<file path="src/design/ldsi_pkg.sv">
// package: constants for the logical destination and self-interrupt block
`default_nettype none
package ldsi_pkg;
  // ---------------------------------------------------------------
  // model register addresses
  // ---------------------------------------------------------------
  localparam logic [31:0] LOGICAL_DEST_ADDR = 32'h0000080D;
  localparam logic [31:0] SELF_INT_ADDR = 32'h0000083F;
  // ---------------------------------------------------------------
  // field layout
  // ---------------------------------------------------------------
  localparam int CLUSTER_LSB = 16;
  localparam int PHYS_CLUSTER_LSB = 4;
  localparam int CLUSTER_BITS = 16;
  localparam int MEMBER_SEL_BITS = 4;
  localparam logic [7:0] LAST_ILLEGAL_VECTOR = 8'h0F;
  // implemented width of cluster field; upper unimplemented bits read zero
  localparam int CLUSTER_IMPL_BITS = 16;
  // ---------------------------------------------------------------
  // command-register equivalent of a self interrupt, and logical destination reset value
  // ---------------------------------------------------------------
  localparam logic [1:0] SHORTHAND_SELF = 2'h1;
  localparam logic [2:0] DELIVERY_FIXED = 3'h0;
  localparam logic TRIGGER_EDGE = 1'b0;
  localparam logic [31:0] LOGICAL_DEST_RESET = 32'h00000000;
  // ---------------------------------------------------------------
  // states of the mode-entry loader
  // ---------------------------------------------------------------
  typedef enum logic [1:0] {
    LDSI_LEGACY = 2'b00,
    LDSI_LOAD = 2'b01,
    LDSI_EXT = 2'b11
  } ldsi_mode_t;
endpackage : ldsi_pkg
`default_nettype wire

</file>
<file path="src/design/ldsi_vector_check.sv">
// module: vector legality check and self-interrupt command fields
`timescale 1ns/1ns
`default_nettype none
module ldsi_vector_check (
  input wire logic [7:0] vector,
  output logic legal,
  output logic [1:0] shorthand,
  output logic [2:0] delivery,
  output logic trigger
);
  import ldsi_pkg::*;
  // vectors 00..0F are reserved for exceptions and never delivered
  assign legal = (vector > LAST_ILLEGAL_VECTOR);
  assign shorthand = SHORTHAND_SELF;
  assign delivery = DELIVERY_FIXED;
  assign trigger = TRIGGER_EDGE;
endmodule : ldsi_vector_check
`default_nettype wire

</file>
<file path="src/design/ldsi_logical_dest.sv">
// module: logical destination register and self-interrupt register
//
// What this block does
// logical destination is 32 bits, read only, at model address 80D
// only clustered logical addressing; no destination format register exists
// cluster in bits 31:16, member in bits 15:0
// unimplemented cluster or member bits read as zero
// member field is one shifted left by physical id bits 3:0
// cluster field comes from physical id bits 19:4
// register reloaded from physical id whenever extended mode is enabled
// self write acts as fixed, edge, self-shorthand command with that vector
// self register is write only; reading it faults
// self interrupt goes through request and trigger-mode tracking
// request bit is set by the time the write completes
// same-vector edge interrupts may merge into one pending request
// software masks low sixteen bits for member address
// software ORs ids of same cluster for a cluster destination
// self write with vector 0F or below sets send-illegal error
// received vector 0F or below is dropped and sets receive-illegal error
// write to logical destination faults and changes nothing
`timescale 1ns/1ns
`default_nettype none
module ldsi_logical_dest (
  input wire logic mclk,
  input wire logic arst_n,
  input wire logic extModeEn,
  input wire logic [31:0] physId,
  input wire logic regRead,
  input wire logic regWrite,
  input wire logic [31:0] regAddr,
  input wire logic [31:0] regWrData,
  output logic [31:0] regRdData,
  output logic regDone,
  output logic gpFault,
  input wire logic rxValid,
  input wire logic [7:0] rxVector,
  output logic [255:0] requestBits,
  output logic [255:0] triggerBits,
  output logic sendIllegal,
  output logic rxIllegal,
  output logic [31:0] logicalDest
);
  import ldsi_pkg::*;

  // ---------------------------------------------------------------
  // helpers
  // ---------------------------------------------------------------
  // derive the logical id from a physical id
  function automatic logic [31:0] derive_logical(input logic [31:0] pid);
    logic [31:0] v;
    v = 32'h00000000;
    v[CLUSTER_LSB +: CLUSTER_BITS] = pid[PHYS_CLUSTER_LSB +: CLUSTER_BITS];
    v[15:0] = 16'h0001 << pid[MEMBER_SEL_BITS-1:0];
    // cluster bits above the implemented width are cleared
    for (int i = CLUSTER_LSB + CLUSTER_IMPL_BITS; i < 32; i++) begin
      v[i] = 1'b0;
    end
    return v;
  endfunction : derive_logical

  function automatic logic [255:0] one_hot256(input logic [7:0] vec);
    return 256'h1 << vec;
  endfunction : one_hot256

  // ---------------------------------------------------------------
  // mode tracking and loading
  // ---------------------------------------------------------------
  ldsi_mode_t modeState;
  ldsi_mode_t next_modeState;
  logic extModeSync1, extModeSync2;

  // mode enable comes from the base register of another domain path; synchronise
  always_ff @(posedge mclk or negedge arst_n) begin
    if (!arst_n) begin
      extModeSync1 <= 1'b0;
      extModeSync2 <= 1'b0;
    end else begin
      extModeSync1 <= extModeEn;
      extModeSync2 <= extModeSync1;
    end
  end

  // load once per rising entry into extended mode
  always_comb begin
    next_modeState = modeState;
    case (modeState)
      LDSI_LEGACY: if (extModeSync2) next_modeState = LDSI_LOAD;
      LDSI_LOAD: next_modeState = extModeSync2 ? LDSI_EXT : LDSI_LEGACY;
      LDSI_EXT: if (!extModeSync2) next_modeState = LDSI_LEGACY;
      default: next_modeState = LDSI_LEGACY;
    endcase
  end

  always_ff @(posedge mclk or negedge arst_n) begin
    if (!arst_n) modeState <= LDSI_LEGACY;
    else modeState <= next_modeState;
  end

  // register holds its value; no write path exists from software
  always_ff @(posedge mclk or negedge arst_n) begin
    if (!arst_n) begin
      logicalDest <= LOGICAL_DEST_RESET;
    end else if (modeState == LDSI_LOAD) begin
      logicalDest <= derive_logical(physId);
    end
  end

  // ---------------------------------------------------------------
  // model register access decode
  // ---------------------------------------------------------------
  logic inExt;
  logic selfWrite;
  logic [7:0] selfVector;
  logic vecLegal, rxLegal;
  logic [1:0] cmdShorthand;
  logic [2:0] cmdDelivery;
  logic cmdTrigger;

  // accesses only count once the loader has settled in extended mode
  assign inExt = (modeState == LDSI_EXT);
  assign selfWrite = inExt && regWrite && (regAddr == SELF_INT_ADDR);
  assign selfVector = regWrData[7:0];

  ldsi_vector_check selfCheck (
    .vector(selfVector),
    .legal(vecLegal),
    .shorthand(cmdShorthand),
    .delivery(cmdDelivery),
    .trigger(cmdTrigger)
  );

  ldsi_vector_check rxCheck (
    .vector(rxVector),
    .legal(rxLegal),
    .shorthand(),
    .delivery(),
    .trigger()
  );

  // read data and fault answer one cycle after the access
  always_ff @(posedge mclk or negedge arst_n) begin
    if (!arst_n) begin
      regRdData <= 32'h00000000;
      regDone <= 1'b0;
      gpFault <= 1'b0;
    end else begin
      regDone <= inExt && (regRead || regWrite);
      regRdData <= 32'h00000000;
      gpFault <= 1'b0;
      if (inExt && regRead) begin
        if (regAddr == LOGICAL_DEST_ADDR) regRdData <= logicalDest;
        else if (regAddr == SELF_INT_ADDR) gpFault <= 1'b1;
      end
      // no format register: its legacy address is simply unmapped here
      if (inExt && regWrite && regAddr == LOGICAL_DEST_ADDR) gpFault <= 1'b1;
    end
  end

  // ---------------------------------------------------------------
  // request and trigger-mode tracking
  // ---------------------------------------------------------------
  logic selfPost;
  logic rxPost;
  // fixed delivery to self is the only form this path can post
  assign selfPost = selfWrite && vecLegal && cmdShorthand == SHORTHAND_SELF
                    && cmdDelivery == DELIVERY_FIXED;
  assign rxPost = rxValid && rxLegal;

  // set lands on the same edge that completes the write and raises regDone
  // an already pending bit just stays set, so identical vectors merge
  always_ff @(posedge mclk or negedge arst_n) begin
    if (!arst_n) begin
      requestBits <= '0;
      triggerBits <= '0;
    end else begin
      if (selfPost) begin
        requestBits <= requestBits | one_hot256(selfVector);
        triggerBits <= cmdTrigger ? (triggerBits | one_hot256(selfVector))
                                  : (triggerBits & ~one_hot256(selfVector));
      end else if (rxPost) begin
        requestBits <= requestBits | one_hot256(rxVector);
      end
    end
  end

  // error pulses feed the error status register of the unit
  always_ff @(posedge mclk or negedge arst_n) begin
    if (!arst_n) begin
      sendIllegal <= 1'b0;
      rxIllegal <= 1'b0;
    end else begin
      sendIllegal <= selfWrite && !vecLegal;
      rxIllegal <= rxValid && !rxLegal;
    end
  end

  // ---------------------------------------------------------------
  // checks
  // ---------------------------------------------------------------
  a_ldr_derive: assert property (@(posedge mclk) disable iff (!arst_n)
    modeState == LDSI_LOAD |=> logicalDest == derive_logical($past(physId)))
    else $error("logical id not derived from physical id");
  a_member_onehot: assert property (@(posedge mclk) disable iff (!arst_n)
    modeState == LDSI_EXT |-> $onehot(logicalDest[15:0]))
    else $error("member field not one hot");
  a_ldr_readonly: assert property (@(posedge mclk) disable iff (!arst_n)
    modeState == LDSI_EXT && $past(modeState) == LDSI_EXT |-> $stable(logicalDest))
    else $error("logical id changed while in extended mode");
  a_ldr_read: assert property (@(posedge mclk) disable iff (!arst_n)
    inExt && regRead && regAddr == LOGICAL_DEST_ADDR |=> regRdData == logicalDest && !gpFault)
    else $error("logical id read wrong");
  a_self_read_fault: assert property (@(posedge mclk) disable iff (!arst_n)
    inExt && regRead && regAddr == SELF_INT_ADDR |=> gpFault && regRdData == 32'h00000000)
    else $error("self register read did not fault");
  a_ldr_wr_fault: assert property (@(posedge mclk) disable iff (!arst_n)
    inExt && regWrite && regAddr == LOGICAL_DEST_ADDR |=> gpFault)
    else $error("logical id write did not fault");
  a_self_posted: assert property (@(posedge mclk) disable iff (!arst_n)
    selfWrite && selfVector > LAST_ILLEGAL_VECTOR
    |=> requestBits[$past(selfVector)] && !triggerBits[$past(selfVector)] && regDone)
    else $error("self interrupt not pending at completion");
  a_send_illegal: assert property (@(posedge mclk) disable iff (!arst_n)
    selfWrite && selfVector <= LAST_ILLEGAL_VECTOR
    |=> sendIllegal && requestBits == $past(requestBits))
    else $error("illegal self vector not flagged");
  a_rx_illegal: assert property (@(posedge mclk) disable iff (!arst_n)
    rxValid && rxVector <= LAST_ILLEGAL_VECTOR && !selfWrite
    |=> rxIllegal && requestBits == $past(requestBits))
    else $error("illegal received vector delivered");
  a_cluster_field: assert property (@(posedge mclk) disable iff (!arst_n)
    modeState == LDSI_LOAD |=> logicalDest[31:16] == $past(physId[19:4]))
    else $error("cluster field wrong");
endmodule : ldsi_logical_dest
`default_nettype wire

</file>
<file path="config.mk">
export PLATFORM = sky130hd
export DESIGN_NAME = ldsi_logical_dest
export DESIGN_NICKNAME = d
export VERILOG_FILES = /design/src/design/ldsi_pkg.sv /design/src/design/ldsi_vector_check.sv /design/src/design/ldsi_logical_dest.sv
export SDC_FILE = /design/constraint.sdc
export NUM_CORES = 1
export LEC_CHECK = 0
export CAP_MARGIN = 20
export CORE_AREA = 2 2 267 269
export CTS_BUF_LIST = sky130_fd_sc_hd__clkbuf_16
export DETAILED_ROUTE_END_ITERATION = 12
export DIE_AREA = 0 0 269 271
export DONT_BUFFER_PORTS = 1
export MAX_ROUTING_LAYER = met4
export PLACE_DENSITY = 0.53
export SYNTH_ARGS = -nofsm -noshare
export SYNTH_HDL_FRONTEND = slang
export SYNTH_SLANG_ARGS = --single-unit
</file>
<file path="constraint.sdc">
create_clock -name mclk -period 2.23 [get_ports mclk]
set_input_delay 0 -clock mclk [delete_from_list [all_inputs] [get_ports mclk]]
set_output_delay 0 -clock mclk [all_outputs]
set_load 0.01 [all_outputs]
</file>
==> results.ini <==
[logic_synthesis]
ys_seq_area_frac=0.629
ys.flop_type=dfrtp_1
synth_area_leaders=dfrtp_1 (63%), o21bai_1 (6.9%), nor2b_1 (5.2%)
synth_top_family_by_area=compound AO/OA/AOI/OAI gates
synth-simple-area-share=0.157
syn_area_sq_um=23200
synth-xor-area-share=0
synthAdderAreaFrac=0
yosysTopAreaCellShare=0.629
yosysWarnings=0
async_flop_share=1.00
synth_nets=2102
ys_ff_latch=584
postSynthAreaPerCell_sq_um=11.7
synth_compound_area_frac=0.171
muxShareOfSynthArea=0
synthDistinctLibCells=40
yosys.area.top_type=dfrtp_1
synth_edf_count=0
syn_inst=1992

[layout]
layout_commonest_cell=dfrtp_1
area_growth_pct=23.1
nNetsFinal=2284
final_cells=3161
final_cell_mix=dfrtp_1 (584), buf_4 (249), o21bai_1 (215)
drive_gt1_frac=0.184
nFillCells=6655
final_util=0.410

[sta]
finalSetupViolations=0
slew_viol_final=0
rsz0062_at_grt=no
hold_viol_final=584
hold_slack_ns=-0.920
fin_worst_skew_ns=0.0333
slew_headroom=0.309
fin_crit_ns=2.20
setup_ws_ns=0.0257
worst_pin_slew_ns=1.04
fin_crit_sh=0.988
timing.fmax_mhz=454

[place]
place_ws_ns=-0.0746
place_congestion=0.907
dp_hpwl_um=70800
placedCellCount=2984
port_buffers=0

[floorplanning]
start_util=0.333
die_h_um=271
chipWidth_um=269
row_count=97
core_sq_um=69800
ios=690
die_area_sq_um=72900

[worst_hold_path]
hp-class=primary input to async pin

[worst_setup_path]
worst_path_largest_cell_delay_ns=0.51
crit_arrival_ns=2.74
cp-start-kind=flip-flop
crit_chain=and3_4 -> nand2_1 -> or4_4 -> buf_12 -> nand2_2 -> buf_4 -> a21o_1
worst-path-stages=7
crit_fanout=93
cp_data_required_time_ns=2.77
path_buf_inv=2
reg2reg_depth=7
path_delay_family=simple AND/OR/NAND/NOR gates
crit_path_top_delay_cell=or4_4
crit_type=flip-flop to flip-flop
end_kind=flip-flop

[routing]
vias=18393
routed_wirelength_um=104000
drc=0
drtIter0Drc=2020
wl_per_cell_um=32.8
vias_per_cell=5.82
first_pass_iters=5
ant_nets=0

[clock_network]
cts-root-buf=clkbuf_16
clk_latency_ns=0.62
cts-hold-fix-buffers=60
cts_sinks=584
clk_transition_reported_paths_ns=0.05
cts_setup_buffers=0
numCtsBuffers=68
cts_tree=yes
cts_max_path_buffers=3
htree_levels=3

[outcome]
status=finished, violations left
violations=negative hold slack

[global_route]
first_global_vias=18546
grt_pass1_wl_um=145000
grt_max_degree=585
track_usage=0.289
antenna_found_initial=5
grt_overflow_total=0

[pwr]
p_leak_nw=13.1
power.density_nw_per_um2=823
ir_drop_mv=0.495

[job]
drv_cap=0

worst paths after layout:
kind	start	end	slack, ns
max in group asynchronous	arst_n	triggerBits[244]	2.28
min in group mclk	regWrData[3]	triggerBits[251]	0.03
worst min register to register	extModeSync1	extModeSync2	0.38
worst max register to register	modeState[0]	requestBits[44]	0.03
worst min-delay path	arst_n	triggerBits[170]	-0.92
worst max-delay path	modeState[0]	requestBits[44]	0.03
flip-flops by register name, summed over array words and instances, names as in the netlist:
name / cells
sendIllegal: 1
modeState: 2
regDone: 1
extModeSync1: 1
rxIllegal: 1
extModeSync2: 1
gpFault: 1
regRdData: 32
logicalDest: 32
triggerBits: 256
requestBits: 256
cell families (layout without fill, tap and decap cells):
logic type	after synthesis	count (layout)
other cells	0	2
simple gates	634	634
flops	584	584
compound gates	559	559
buf+inv	215	442
cell usage after synthesis (2+ instances only):
master      n
o22ai_1    25
nand2b_1   11
dfrtp_1   584
and2_0      2
a22o_1      9
nor2_1     34
nor3_1     24
buf_2      40
o21bai_1  215
nand3_1    10
and2_1     36
o21a_1     19
nor3_2      3
buf_1      11
nand2_1   101
nor2b_1   192
and3_1      5
nand4_1    16
a21boi_0   42
a31oi_1   180
clkbuf_1  146
nor4_2      2
or3_1       5
nand4_2     2
nor4_1    185
o21ai_0     5
buf_6      17
a32oi_1    35
a21o_1     25
repair_timing:
| action | CTS | global route |
|---|---|---|
| resized for setup | 3 | 2 |
| setup endpoints to repair | 20 | 20 |
| endpoints found under the hold margin | 962 | 584 |
final cells by class:
cell class / count / area (sq um) / share of cell area
multi-input combinational: 1193 / 7870 / 0.275
inverter: 1 / 3.75 / 0.000131
clock buffer: 69 / 1730 / 0.0604
sequential: 584 / 14600 / 0.511
clock inverter: 46 / 403 / 0.0141
antenna: 2 / 5.00 / 0.000175
tap: 940 / 1180 / 0.0411
timing repair buffer: 326 / 2810 / 0.0982
report_power, final:
part           total, mW  switching (mW)  internal (mW)
combinational       1.08           0.643          0.436
clock               10.8            4.65           6.13
sequential          11.7           0.673           11.0
total               23.5            5.97           17.6
through the flow:
stage	hold slack (ns)	TNS [ns]	area (sq um)	total power, mW
floorplan	-0.296	0	23200	12.1
global placement	-0.277	-0.157	25900	12.8
detailed placement	-0.279	-0.185	25900	12.8
CTS	-0.950	0	28600	23.8
global route	-0.950	0	28600	24.4
finish	-0.920	0	28600	23.5
metal layers:
layer,vias to the layer above,wire length (um),GRT usage
met5,-,0,-
met4,0,4650,0.121
met3,210,10800,0.0918
met2,1115,46900,0.432
met1,9442,41400,0.359
li1,7626,-,-
No activity file was read; power rests on OpenSTA's default activity.
